### src/rtl/asr_consts.vh
// Constants for the alarm status readback bank.
`ifndef ASR_CONSTS_VH
`define ASR_CONSTS_VH
`define ASR_ADDR_W 16
`define ASR_ADDR_ID_LOW 16'h0078
`define ASR_ADDR_ID_MID 16'h0079
`define ASR_ADDR_ID_HIGH 16'h007A
`define ASR_ADDR_ALARM 16'h007B
`define ASR_ADDR_REF_LOOP 16'h007C
`define ASR_ADDR_GENERAL 16'h007D
`define ASR_ADDR_LATCHED 16'h007E
`define ASR_ADDR_MISC 16'h007F
`define ASR_PART_ID 24'h5A5A01
`define ASR_LOCK_CNT_W 16
`define ASR_NEAR_SHIFT 4
`define ASR_BIT_NEAR 7
`define ASR_BIT_ACQ 6
`define ASR_BIT_LOCK 5
`define ASR_BIT_HOLD 4
`define ASR_BIT_SYNC_REQ 4
`define ASR_BIT_DUAL 3
`define ASR_BIT_PHASE 2
`define ASR_BIT_NEVER_SYNC 1
`define ASR_BIT_SYNTH_NEAR 0
`define ASR_BIT_SYNTH_ACQ_REC 6
`define ASR_BIT_REF_ACQ_REC 5
`define ASR_BIT_HOLD_REC 4
`endif

### src/rtl/asr_alarm_status.v
// Alarm status readback bank with product identifier and combined alarm.
`timescale 1ns/100ps
`include "asr_consts.vh"

// Function
// Product identifier is 24 bits over three byte registers, low byte lowest.
// Highest identifier register returns identifier bits 23 to 16.
// Summary register bit 0 returns the combined alarm; upper bits reserved.
// Reference loop near lock sets when lock count reaches limit over sixteen.
// Reference loop bit 6 shows acquiring, bit 5 shows locked.
// Bit 4 shows holdover; bits 3 to 0 show live input signal loss.
// Sync request bit sets when synthesis loop locked or disabled but unsynchronized.
// Dual lock bit is one only when both loops are locked.
// Phase status bit is one when output phase is stable.
// Never synchronized bit clears after any sync pulse or request.
// Synthesis loop near lock sets when its count reaches limit over sixteen.
// Latched bit 6 records synthesis loop acquisition since last clear.
// Latched bit 5 records reference loop acquisition since last clear.
// Latched bit 4 records reference loop holdover since last clear.
// Latched bits 3 to 0 record input signal loss since last clear.
// Reference loop sources reach the combined alarm only when masked in.
// Five general sources reach the combined alarm only when masked in.
// Combined alarm ORs enabled sources; records hold until external clear.
// Reserved bits and miscellaneous register read zero; writes have no effect.
module asr_alarm_status #(
  parameter [23:0] PART_ID = `ASR_PART_ID
) (
  input wire I_REF_CLK,
  input wire I_ARST_N,
  input wire I_RD_EN,
  input wire I_WR_EN,
  input wire [`ASR_ADDR_W-1:0] I_ADDR,
  input wire [7:0] I_WDATA,
  input wire [`ASR_LOCK_CNT_W-1:0] I_REF_LOCK_COUNT,
  input wire [`ASR_LOCK_CNT_W-1:0] I_REF_LOCK_LIMIT,
  input wire I_REF_LOOP_ACQUIRING,
  input wire I_REF_LOOP_LOCKED,
  input wire I_REF_LOOP_IN_HOLDOVER,
  input wire [3:0] I_INPUT_SIGNAL_LOSS,
  input wire [`ASR_LOCK_CNT_W-1:0] I_SYNTH_LOCK_COUNT,
  input wire [`ASR_LOCK_CNT_W-1:0] I_SYNTH_LOCK_LIMIT,
  input wire I_SYNTH_LOOP_ACQUIRING,
  input wire I_SYNTH_LOOP_LOCKED,
  input wire I_SYNTH_LOOP_DISABLED,
  input wire I_OUTPUT_PHASE_STABLE,
  input wire I_SYNC_PULSE,
  input wire I_SYNC_REQUEST,
  input wire I_RECORD_CLEAR,
  input wire [7:0] I_REF_LOOP_MASK,
  input wire [4:0] I_GENERAL_MASK,
  output reg [7:0] O_RDATA,
  output reg O_RD_VALID,
  output reg O_ALARM
);

  ////////////////////////////////////////////////////////////////////////////
  // Near lock decode, shared by both loops.

  function near_lock;
    input [`ASR_LOCK_CNT_W-1:0] count;
    input [`ASR_LOCK_CNT_W-1:0] limit;
    begin
      near_lock = (count >= (limit >> `ASR_NEAR_SHIFT));
    end
  endfunction

  reg never_synchronized;
  reg [7:0] record;
  reg [7:0] next_rdata;

  wire rd_accept;
  wire sync_event;
  wire next_never_synchronized;
  wire ref_near;
  wire synth_near;
  wire synth_ready;
  wire sync_request_status;
  wire dual_locked;
  wire [7:0] ref_status;
  wire [7:0] general_status;
  wire [7:0] record_events;
  wire [7:0] next_record;

  wire [7:0] ref_masked;
  wire [4:0] general_masked;
  wire ref_alarm;
  wire general_alarm;
  wire next_alarm;
  wire [7:0] alarm_readback;
  wire [7:0] latched_readback;
  genvar g;

  ////////////////////////////////////////////////////////////////////////////
  // Identifier byte select, used by all three identifier registers.

  function [7:0] id_byte;
    input [1:0] idx;
    begin
      case (idx)
        2'h0: id_byte = PART_ID[7:0];
        2'h1: id_byte = PART_ID[15:8];
        default: id_byte = PART_ID[23:16];
      endcase
    end
  endfunction

  ////////////////////////////////////////////////////////////////////////////
  // Access qualification; a read with the write strobe high is refused.

  assign rd_accept = I_RD_EN & ~I_WR_EN;

  ////////////////////////////////////////////////////////////////////////////
  // Synchronization events, from the external pulse or a port request.

  assign sync_event = I_SYNC_PULSE | I_SYNC_REQUEST;

  assign next_never_synchronized = never_synchronized & ~sync_event;

  ////////////////////////////////////////////////////////////////////////////
  // Near lock flags of both loops.

  assign ref_near = near_lock(I_REF_LOCK_COUNT, I_REF_LOCK_LIMIT);

  assign synth_near = near_lock(I_SYNTH_LOCK_COUNT, I_SYNTH_LOCK_LIMIT);

  ////////////////////////////////////////////////////////////////////////////
  // Reference loop status word.

  assign ref_status[`ASR_BIT_NEAR] = ref_near;

  assign ref_status[`ASR_BIT_ACQ] = I_REF_LOOP_ACQUIRING;

  assign ref_status[`ASR_BIT_LOCK] = I_REF_LOOP_LOCKED;

  assign ref_status[`ASR_BIT_HOLD] = I_REF_LOOP_IN_HOLDOVER;

  assign ref_status[3:0] = I_INPUT_SIGNAL_LOSS;

  ////////////////////////////////////////////////////////////////////////////
  // General status word.

  assign synth_ready = I_SYNTH_LOOP_LOCKED | I_SYNTH_LOOP_DISABLED;

  assign sync_request_status = synth_ready & never_synchronized;

  assign dual_locked = I_REF_LOOP_LOCKED & I_SYNTH_LOOP_LOCKED;

  assign general_status[7:5] = 3'h0;

  assign general_status[`ASR_BIT_SYNC_REQ] = sync_request_status;

  assign general_status[`ASR_BIT_DUAL] = dual_locked;

  assign general_status[`ASR_BIT_PHASE] = I_OUTPUT_PHASE_STABLE;

  assign general_status[`ASR_BIT_NEVER_SYNC] = never_synchronized;

  assign general_status[`ASR_BIT_SYNTH_NEAR] = synth_near;

  ////////////////////////////////////////////////////////////////////////////
  // Events that set the sticky records.

  assign record_events[7] = 1'h0;

  assign record_events[`ASR_BIT_SYNTH_ACQ_REC] = I_SYNTH_LOOP_ACQUIRING;

  assign record_events[`ASR_BIT_REF_ACQ_REC] = I_REF_LOOP_ACQUIRING;

  assign record_events[`ASR_BIT_HOLD_REC] = I_REF_LOOP_IN_HOLDOVER;

  assign record_events[3:0] = I_INPUT_SIGNAL_LOSS;

  ////////////////////////////////////////////////////////////////////////////
  // Sticky records; a new event in the clear cycle wins over the clear.

  generate
    for (g = 0; g < 8; g = g + 1) begin : g_rec
      assign next_record[g] = record_events[g] | (record[g] & ~I_RECORD_CLEAR);
    end
  endgenerate

  ////////////////////////////////////////////////////////////////////////////
  // Masked alarm sources, mask bits aligned with readback bits.

  generate
    for (g = 0; g < 8; g = g + 1) begin : g_ref_mask
      assign ref_masked[g] = ref_status[g] & I_REF_LOOP_MASK[g];
    end

    for (g = 0; g < 5; g = g + 1) begin : g_gen_mask
      assign general_masked[g] = general_status[g] & I_GENERAL_MASK[g];
    end
  endgenerate

  ////////////////////////////////////////////////////////////////////////////
  // Combined alarm.

  assign ref_alarm = |ref_masked;

  assign general_alarm = |general_masked;

  assign next_alarm = ref_alarm | general_alarm;

  ////////////////////////////////////////////////////////////////////////////
  // Fixed readback words.

  assign alarm_readback = {7'h00, O_ALARM};

  assign latched_readback = {1'h0, record[6:0]};

  ////////////////////////////////////////////////////////////////////////////
  // Read decode; writes are ignored entirely.

  always @* begin
    next_rdata = 8'h00;
    case (I_ADDR)
      `ASR_ADDR_ID_LOW: begin
        next_rdata = id_byte(2'h0);
      end
      `ASR_ADDR_ID_MID: begin
        next_rdata = id_byte(2'h1);
      end
      `ASR_ADDR_ID_HIGH: begin
        next_rdata = id_byte(2'h2);
      end
      `ASR_ADDR_ALARM: begin
        next_rdata = alarm_readback;
      end
      `ASR_ADDR_REF_LOOP: begin
        next_rdata = ref_status;
      end
      `ASR_ADDR_GENERAL: begin
        next_rdata = general_status;
      end
      `ASR_ADDR_LATCHED: begin
        next_rdata = latched_readback;
      end
      `ASR_ADDR_MISC: begin
        next_rdata = 8'h00;
      end
      default: begin
        next_rdata = 8'h00;
      end
    endcase
  end

  ////////////////////////////////////////////////////////////////////////////
  // Registers.

  ////////////////////////////////////////////////////////////////////////////
  // Sync history.

  always @(posedge I_REF_CLK or negedge I_ARST_N) begin
    if (!I_ARST_N) begin
      never_synchronized <= 1'h1;
    end else begin
      never_synchronized <= next_never_synchronized;
    end
  end

  ////////////////////////////////////////////////////////////////////////////
  // Sticky record storage.

  always @(posedge I_REF_CLK or negedge I_ARST_N) begin
    if (!I_ARST_N) begin
      record <= 8'h00;
    end else begin
      record <= next_record;
    end
  end

  ////////////////////////////////////////////////////////////////////////////
  // Combined alarm output.

  always @(posedge I_REF_CLK or negedge I_ARST_N) begin
    if (!I_ARST_N) begin
      O_ALARM <= 1'h0;
    end else begin
      O_ALARM <= next_alarm;
    end
  end

  ////////////////////////////////////////////////////////////////////////////
  // Read valid strobe.

  always @(posedge I_REF_CLK or negedge I_ARST_N) begin
    if (!I_ARST_N) begin
      O_RD_VALID <= 1'h0;
    end else begin
      O_RD_VALID <= rd_accept;
    end
  end

  ////////////////////////////////////////////////////////////////////////////
  // Read data, held until the next accepted read.

  always @(posedge I_REF_CLK or negedge I_ARST_N) begin
    if (!I_ARST_N) begin
      O_RDATA <= 8'h00;
    end else begin
      if (rd_accept) begin
        O_RDATA <= next_rdata;
      end
    end
  end

endmodule // asr_alarm_status

### config.mk
export PLATFORM = sky130hd
export DESIGN_NAME = asr_alarm_status
export DESIGN_NICKNAME = d
export VERILOG_FILES = /design/src/rtl/asr_alarm_status.v
export VERILOG_INCLUDE_DIRS = /design/src /design/src/rtl
export SDC_FILE = /design/constraint.sdc
export NUM_CORES = 1
export LEC_CHECK = 0
export BUFFER_PORTS_ARGS = -buffer_cell sky130_fd_sc_hd__buf_2
export CAP_MARGIN = 5
export CORE_UTILIZATION = 25
export CTS_CLUSTER_DIAMETER = 60
export DETAILED_ROUTE_END_ITERATION = 7
export HOLD_SLACK_MARGIN = 0.02
export PLACE_DENSITY = 0.57
export SLEW_MARGIN = 20
export SYNTH_ARGS = -nofsm -noshare
export SYNTH_HDL_FRONTEND = slang
export SYNTH_SLANG_ARGS = --single-unit
### constraint.sdc
create_clock -name I_REF_CLK -period 1.4 [get_ports I_REF_CLK]
set_input_delay 0.07 -clock I_REF_CLK [delete_from_list [all_inputs] [get_ports I_REF_CLK]]
set_output_delay 0.07 -clock I_REF_CLK [all_outputs]
set_load 0.01 [all_outputs]
==> results, run 1 <==
- Of the available clock period, the critical path in the final layout requires between 90% and 100%.
- The worst setup path category is primary input to register.
- The initial utilization of the core area, before any placement, comes to between 20% and 30%.
- The instance area at placement is roughly 0.0022 mm^2.
- The async set-reset flop share out of synthesis is 100.0%.
- For the worst setup path, the data required time is 1.54 ns.
- The initial antenna violation count came to 0.
- The critical path starts at I_REF_LOCK_COUNT[14].
- Relative to the synthesized area, the layout overhead comes to 53.45%.
- Dividing the detail-routed via count by the number of cells gives approximately 4.5.
- The number of levels the H-tree was split into is 1.
- The x dimension of the die is 80.08 um.
- Entering global routing, the biggest net connects 19 pins.
- After layout, the design draws a total of 1.386 mW.
- In the post-route analysis, the smallest setup slack over all paths is ~0.017 ns.
- The synthesized netlist occupies a cell area of 0.001524 mm^2.
- The number of ports placed on the die boundary is 129.
- The number of different library cells used by synthesis comes to 39.
- Clock tree synthesis inserted a total of 3 buffers.
- The cell count after placement is around 370.
- The final non-filler cell total is 381.
- The fraction of final layout cells with drive strength greater than 1 is ~42%.
- The number of detailed-route iterations in the first pass is 4.
- Along the worst path, the maximum fanout reaches 2.
- After clock tree synthesis, the clock-pin slew on the worst setup and hold paths is 0.07 ns.
- The capturing element type of the critical path is a register.
- The final routed DRC violation total is 0.
- Detailed placement ended at an HPWL of 3773 um.
- The worst clock skew is 0.002123 ns.
- The routing usage on met1 is between 15 and 20%.
- The buffer type at the clock tree root is sky130_fd_sc_hd__clkbuf_8.
- The number of port buffers is roughly 110.
- The clock reaches the later pin of the worst-skew pair after 0.25 ns.
- The flow ran to the end, and the final reports show no timing, DRC or antenna violations.
- The filler cell count in the final layout is 629.
- The prevailing post-synth register cell is sky130_fd_sc_hd__dfrtp_1.
- The core utilization of the finished layout is about two fifths.
- The mean area per synthesized cell is approximately 8.4 um^2.
- The transition at the pin with the smallest max-transition slack is ~0.4 ns.
- The number of max-slew violations in the final report is 0.
- The vias after detailed routing is roughly 1700.
- The peak ir drop on the vdd network is 0.2872 mV.
- For this run, the top clock speed supported by timing is a little over 700 MHz.
- The flip-flop and latch count after synthesis is 18.
- For this run the aggregate overflow at the end of global routing stands at 0.
- In this run the deepest clock path goes through 2 buffers.
- Sequential cells were found to cover around 30% of the synthesized design area.
- The die covers between 0.006 and 0.007 mm^2.
- The final layout contains routed wiring with a total length of ~4300 um.
- The kind of path behind the tightest hold check is primary input to register.
- The relative max-transition margin is 72.40%.
- The total area inside the core boundary comes to 0.005886 mm^2.
- The count of cells resized by post-cts repair is 0.
- The worst setup path is launched from a primary input.
- After technology mapping, the gate count stands at ~180.
- The number of setup violations in the final report is 0.
- The number of nets in the synthesized netlist is ~330.
- The met3 track demand over resource is about 1.8%.
- The number of synthesized flops with an enable pin is 0.
- The final-report hold violation count is 0.
- The post-layout minimum cycle time is between 1 and 1.5 ns.
- The startpoint of the worst register-to-register path is never_synchronized.
- STA puts the critical path data arrival time at around 1.5 ns.
- The global-route wire length before repair is 7003 um.
- The site row count is 28.
- The die is between 80 and 90 um tall.
- The startpoint identified for the worst hold timing path is I_INPUT_SIGNAL_LOSS[0].
- The number of sinks on the clock net is 18.
- The worst-case setup slack after placement is -0.2762 ns.
- For this run, the number of Yosys warnings is 0.
- The average detailed-routed wire length per instance is about 11 um.
- The layer flagged by global routing as most heavily used is met2.
- The detailed router's first-iteration violation count is 28.
- The final antenna diode count is 0.
- The final weighted congestion in routability-driven placement is around 0.74.
- Global routing consumed, over all layers together, between 10% and 20% of the routing resources.
- Global routing consumed, on the met2 layer, approximately 25% of the routing resources.
- In this run the remaining antenna-violating nets after routing total 0.
- The final net count is 450.
- The via count of the first global-routing pass came to 1628.
- The clock tree from TritonCTS is done.
- The areal power density over the cells is between 500 and 600 mW/mm^2.
- The final standard cell area without fillers is 0.002338 mm^2.
- The max capacitance violation total is 0.
- Setup repair after global routing could not meet its margin everywhere.
- Summed over all cells, the static leakage comes to approximately 1.3 nW.
-- worst max-delay path, stage by stage --
cell,delay (ns)
sky130_fd_sc_hd__buf_2,0.09
sky130_fd_sc_hd__or4_1,0.53
sky130_fd_sc_hd__a211o_1,0.25
sky130_fd_sc_hd__a41oi_2,0.14
sky130_fd_sc_hd__o31ai_1,0.12
sky130_fd_sc_hd__a221o_1,0.32
-- flip-flops by register name, indices dropped and copies added, names as in the netlist --
signal / flops
O_ALARM: 1
O_RDATA: 8
O_RD_VALID: 1
never_synchronized: 1
record: 7
-- per-layer routing --
metal / vias to the layer above / routed length [um]
met4: 0 / 21
li1: 899 / -
met3: 4 / 316
met1: 730 / 1906
met2: 73 / 2029
met5: - / 0
-- through the flow --
step | hold slack (ns) | TNS, ns
final | 0.03094 | 0
after global routing | 0.02970 | -0.07664
after CTS | 0.02867 | 0
after detailed placement | 0.03131 | -0.6106
after global placement | 0.01965 | -0.5334
after floorplan | -0.2256 | -0.07386
-- cell usage after synthesis (3+ instances only) --
library cell	number	area share, %
sky130_fd_sc_hd__nor2_1	7	1.7
sky130_fd_sc_hd__ha_1	24	20
sky130_fd_sc_hd__a22o_1	3	1.7
sky130_fd_sc_hd__nor3_1	4	1.3
sky130_fd_sc_hd__dfrtp_1	17	28
sky130_fd_sc_hd__a21oi_1	11	3.6
sky130_fd_sc_hd__inv_1	30	7.4
sky130_fd_sc_hd__clkbuf_1	4	0.98
sky130_fd_sc_hd__nand2_1	19	4.7
sky130_fd_sc_hd__a21o_1	10	4.9
sky130_fd_sc_hd__o21ai_0	15	4.9
sky130_fd_sc_hd__nand2b_1	3	1.2
-- repair_timing --
action | CTS | global route
hold buffers | 4 | 0
endpoints found under the hold margin | 19 | 0
endpoints found under the setup margin | 0 | 1
buffers inserted | 0 | 0
-- where the power goes --
group          switching (mW)  internal (mW)  total [mW]
combinational           0.186          0.230       0.416
clock                   0.176          0.250       0.426
sequential            0.00823          0.536       0.544
-- worst paths after layout --
path | cells after the start | slack (ns) | endpoint
setup / recovery | 6 | 0.02 | O_ALARM
hold / removal | 2 | 0.03 | record[0]
setup reg to reg | 4 | 0.15 | O_RDATA[4]
hold reg to reg | 1 | 0.47 | record[6]
max in group asynchronous | 2 | 0.78 | never_synchronized
min in group asynchronous | 2 | 0.30 | O_RDATA[2]
-- cells by family after synthesis --
group / Yosys count / synth area share, %
compound gates: 56 / 24.63
buf+inv: 34 / 8.374
mux: 2 / 1.314
fa+ha+maj: 24 / 19.70
flops: 18 / 29.64
simple gates: 48 / 16.34
-- placed cells by master, fill, tap and decap left out, types with 2 or more instances in the layout --
master | Yosys | final
sky130_fd_sc_hd__clkbuf_8 | 0 | 4
sky130_fd_sc_hd__nor4b_1 | 2 | 2
sky130_fd_sc_hd__nand2_1 | 19 | 19
sky130_fd_sc_hd__buf_2 | 0 | 112
sky130_fd_sc_hd__mux2i_1 | 2 | 2
sky130_fd_sc_hd__ha_1 | 24 | 23
sky130_fd_sc_hd__dlygate4sd3_1 | 0 | 4
sky130_fd_sc_hd__o31ai_1 | 2 | 2
sky130_fd_sc_hd__buf_4 | 0 | 8
sky130_fd_sc_hd__nor3b_1 | 2 | 2
sky130_fd_sc_hd__o221ai_1 | 2 | 2
sky130_fd_sc_hd__a21oi_1 | 11 | 11
sky130_fd_sc_hd__or4_1 | 2 | 2
sky130_fd_sc_hd__nand2b_1 | 3 | 3
sky130_fd_sc_hd__nor2_1 | 7 | 7
sky130_fd_sc_hd__a221oi_1 | 2 | 2
sky130_fd_sc_hd__o21ai_0 | 15 | 15
sky130_fd_sc_hd__a21o_1 | 10 | 10
sky130_fd_sc_hd__inv_1 | 30 | 29
sky130_fd_sc_hd__a22o_1 | 3 | 3
sky130_fd_sc_hd__nor3_1 | 4 | 4
sky130_fd_sc_hd__nand4_1 | 2 | 2
sky130_fd_sc_hd__dfrtp_1 | 17 | 17
-- final cells by class --
type | count | area [um^2] | share of cell area, %
clock buffer | 4 | 55.05 | 2.354
inverter | 30 | 112.6 | 4.815
multi-input combinational | 130 | 964.7 | 41.25
timing repair buffer | 124 | 660.6 | 28.25
sequential | 18 | 451.7 | 19.32
tap | 75 | 93.84 | 4.013
Power figures use the tool's default switching activity.
==> run 2, diff against run 1 <==
--- a/config.mk
+++ b/config.mk
@@ -8,6 +8,7 @@
 export LEC_CHECK = 0
 export BUFFER_PORTS_ARGS = -buffer_cell sky130_fd_sc_hd__buf_2
 export CAP_MARGIN = 5
+export CORE_ASPECT_RATIO = 1.4
 export CORE_UTILIZATION = 25
 export CTS_CLUSTER_DIAMETER = 60
 export DETAILED_ROUTE_END_ITERATION = 7
==> run 2 against run 1 <==
Sequential share of layout area down 0.13 points; final area grew 0.70%; core utilization up 0.43 points; clock skew increased by 0.0011 ns; wire length shrank 0.33%; combinational power grew 2%; non-clock buffer count grew 3; clock-buffer cell count did not move; critical path depth is 1 lower; power decreased by 2.7%; register-to-register slack about the same.
==> results, run 2 (synthesis gave the netlist of run 1 again) <==
- The flow ran to the end, and the final reports show no timing, DRC or antenna violations.
- The initial antenna violation count is 0.
- Across the whole layout, storage elements account for roughly 450 um^2.
- The total power is between 1 and 1.5 mW.
- The switching power is ~0.37 mW.
- The total overflow left after global routing is 0.
- After detailed routing, the average wire length per cell comes to between 10 and 15 um.
- The kind of path behind the tightest hold check is primary input to register.
- The core region is 0.005863 mm^2.
- The floorplan step set the die width to 67.99 um.
- Global routing consumed, over all layers together, a little over an eighth of the routing resources.
- Counting the buffers created by CTS gives 3.
- In this design, the stage delay of the slowest critical-path cell is around 0.54 ns.
- In this run, flip-flops and latches consume about two fifths of the power.
- The launching element of the worst setup path is I_INPUT_SIGNAL_LOSS[2].
- The die covers roughly 0.0064 mm^2.
- Based on the critical path, the design can be clocked at up to ~720 MHz.
- Ranked by flip-flop count, first place goes to O_RDATA.
- The endpoint identified for the worst register-to-register timing path is O_ALARM.
- The critical path goes through dlygate4sd3_1 -> buf_2 -> a221oi_1 -> o2111ai_1 -> a221o_1.
- The number of max-slew violations in the final report is 0.
- The worst clock skew is around 0.0032 ns.
- In this run, the combinational gates consume 31.6% of the power.
- The switching fraction of total power is 27.70%.
- The endpoint of the worst setup timing path is O_ALARM.
- The finished layout holds around 380 standard cells, fillers aside.
- The later pin in the worst-skew pair is clocked with a latency of between 0.2 and 0.3 ns.
- In the layout the commonest cells are sky130_fd_sc_hd__buf_2, sky130_fd_sc_hd__inv_1, sky130_fd_sc_hd__ha_1.
- The flip-flop count of the largest register after layout is 8.
- The library cell used most frequently in the layout, excluding fill and tap cells, is sky130_fd_sc_hd__buf_2.
- For this run, design rule violations remaining after detail routing come to 0.
- The number of port buffers is between 100 and 150.
- Post-CTS timing repair inserted 0 buffers for setup.
- Using the TritonRoute via totals, the vias-per-cell ratio works out to 4.639.
- In this run the critical register-to-register path is launched from never_synchronized.
- Across all hold checks on the routed design, the worst slack comes to 0.02723 ns.
- Including well taps, the total number of placed cells is roughly 370.
- The final layout contains routed wiring with a total length of around 4300 um.
- Once layout is complete, the utilization of the core stands at around two fifths.
- The initial cell density of the core is between 20% and 30%.
- The arrival time at the worst endpoint is ~1.5 ns.
- The transition at the pin with the smallest max-transition slack is around 0.44 ns.
- The final-report hold violation count was 0.
- In this run, the number of DRC markers left after iteration 0 of detailed routing was 33.
- For the worst setup path, the data required time is about 1.6 ns.
- The number of sinks on the clock net is 18.
- The clock passes through at most 2 buffers.
- The via count of the first global-routing pass is around 1700.
- The worst setup path is launched from a primary input.
- The worst-path cell with the longest stage delay is sky130_fd_sc_hd__dlygate4sd3_1.
- The setup slack after layout is approximately 0.012 ns.
- Internal power comes to about 0.97 mW.
- The areal power density over the cells is between 500 and 600 mW/mm^2.
- ~130 I/O pins were placed.
- The capturing element type of the critical path is a register.
- Cells with a size suffix above 1 make up 42.07% of the layout.
- For this run, the post-layout net count is about 450.
- The filler cell count in the final layout is between 600 and 700.
- In the final layout, the registers with the most flip-flops are O_RDATA: 8 flops, record: 7 flops.
- The number of levels the H-tree was split into is 1.
- The worst path needs about 1.4 ns of the cycle, external delays included.
- The vias after detailed routing is 1758.
- The final weighted congestion in routability-driven placement is 0.7337.
- Measured along the y axis, the die boundary spans 94.38 um.
- The share of the clock period used by the worst path is 99.17%.
- Compared with the post-synthesis result, the final layout area differs by 54.52%.
- The first detailed-routing pass ran for 4 iterations.
- The relative max-transition margin is 70.49%.
- The number of antenna-violating nets in the routed design is 0.
- The total area of multi-input combinational cells is 969.7 um^2.
- The leakage power total is around 1.3 nW.
- The site row count is 33.
- Entering global routing, the biggest net connects 19 pins.
- Setup repair after global routing could not meet its margin everywhere.
- The cell sitting at the root of the clock tree is a sky130_fd_sc_hd__clkbuf_8.
- The clock-pin slew of the registers on the worst-case setup and hold paths is roughly 0.070 ns.
- Max-cap violations in this run came to 0.
- The number of cells on the worst reg-to-reg path is 3.
- The wire-length estimate of the detail-placed layout is 3774 um.
- The worst-case setup slack after placement is -0.2864 ns.
- The part of the total power dissipated in the clock network is around 28%.
- The global-route wire length before repair is between 6000 and 7000 um.
- The peak ir drop on the vdd network is between 0.2 and 0.3 mV.
- The number of antenna diodes in the final layout is 0.
- The critical path is of the primary input to register type.
- Setup violations remaining at the end of the flow were counted as 0.
- The worst register-to-register path has a setup slack of 0.16 ns.
- The clock tree from TritonCTS is done.
- The highest net fanout along the worst path is 3.
[run 2: changes by cell type in the layout (fill, tap and decap cells not counted)]
cell                            before  now
sky130_fd_sc_hd__o21ai_0            15   14
sky130_fd_sc_hd__clkbuf_1            0    1
sky130_fd_sc_hd__o31ai_2             0    1
sky130_fd_sc_hd__clkbuf_8            4    3
sky130_fd_sc_hd__buf_4               8    9
sky130_fd_sc_hd__o21ai_1             0    1
sky130_fd_sc_hd__o31ai_1             2    1
sky130_fd_sc_hd__dlygate4sd3_1       4    6
[run 2: final cells by class]
| cell class | instances | area share, % |
|---|---|---|
| inverter | 30 | 4.782 |
| sequential | 18 | 19.18 |
| clock buffer | 4 | 1.913 |
| timing repair buffer | 127 | 29.22 |
| multi-input combinational | 130 | 41.18 |
| tap | 70 | 3.719 |
[run 2: per-layer routing]
layer	up-vias	routed length, um	track usage [%]
li1	907	-	-
met1	788	1660	14.06
met2	58	2301	25.90
met3	5	226	1.691
met4	0	72	6.944
met5	-	0	0
[run 2: worst min path at each step]
stage / startpoint / endpoint / slack, ns / depth (start not counted)
after floorplan: I_ARST_N / O_ALARM / -0.23 / 0
after global placement: I_ARST_N / O_RDATA[1] / 0.02 / 1
after detailed placement: I_ARST_N / O_RDATA[1] / 0.03 / 1
after CTS: I_INPUT_SIGNAL_LOSS[3] / record[3] / 0.02 / 2
after global routing: I_INPUT_SIGNAL_LOSS[3] / record[3] / 0.04 / 2
final: I_INPUT_SIGNAL_LOSS[3] / record[3] / 0.03 / 2
[run 2: stage by stage]
step | setup TNS [ns] | instance area (um^2)
CTS | -0.0008779 | 2355
floorplan | -0.07386 | 1544
global placement | -0.5635 | 2245
finish | 0 | 2355
detailed placement | -0.6684 | 2245
global route | -0.04668 | 2355
[run 2: power groups by stage]
stage	Sequential [mW]	Combinational, mW	Clock, mW
6_report	0.544	0.425	0.379
4_1_cts	0.543	0.435	0.393
3_3_place_gp	0.553	0.409	0
5_1_grt	0.545	0.490	0.408
3_5_place_dp	0.553	0.419	0
2_1_floorplan	0.553	0.192	0
[run 2: worst max-delay path: cells and delay by family]
family / cells / cell delay, ns
AO/OA/AOI/OAI: 3 / 0.79
buffers and inverters: 2 / 0.68
[run 2: what timing repair did]
action,in CTS,in global routing
hold buffers,6,0
endpoints found under the setup margin,1,2
resized for setup,1,1
hold endpoints to repair,21,0
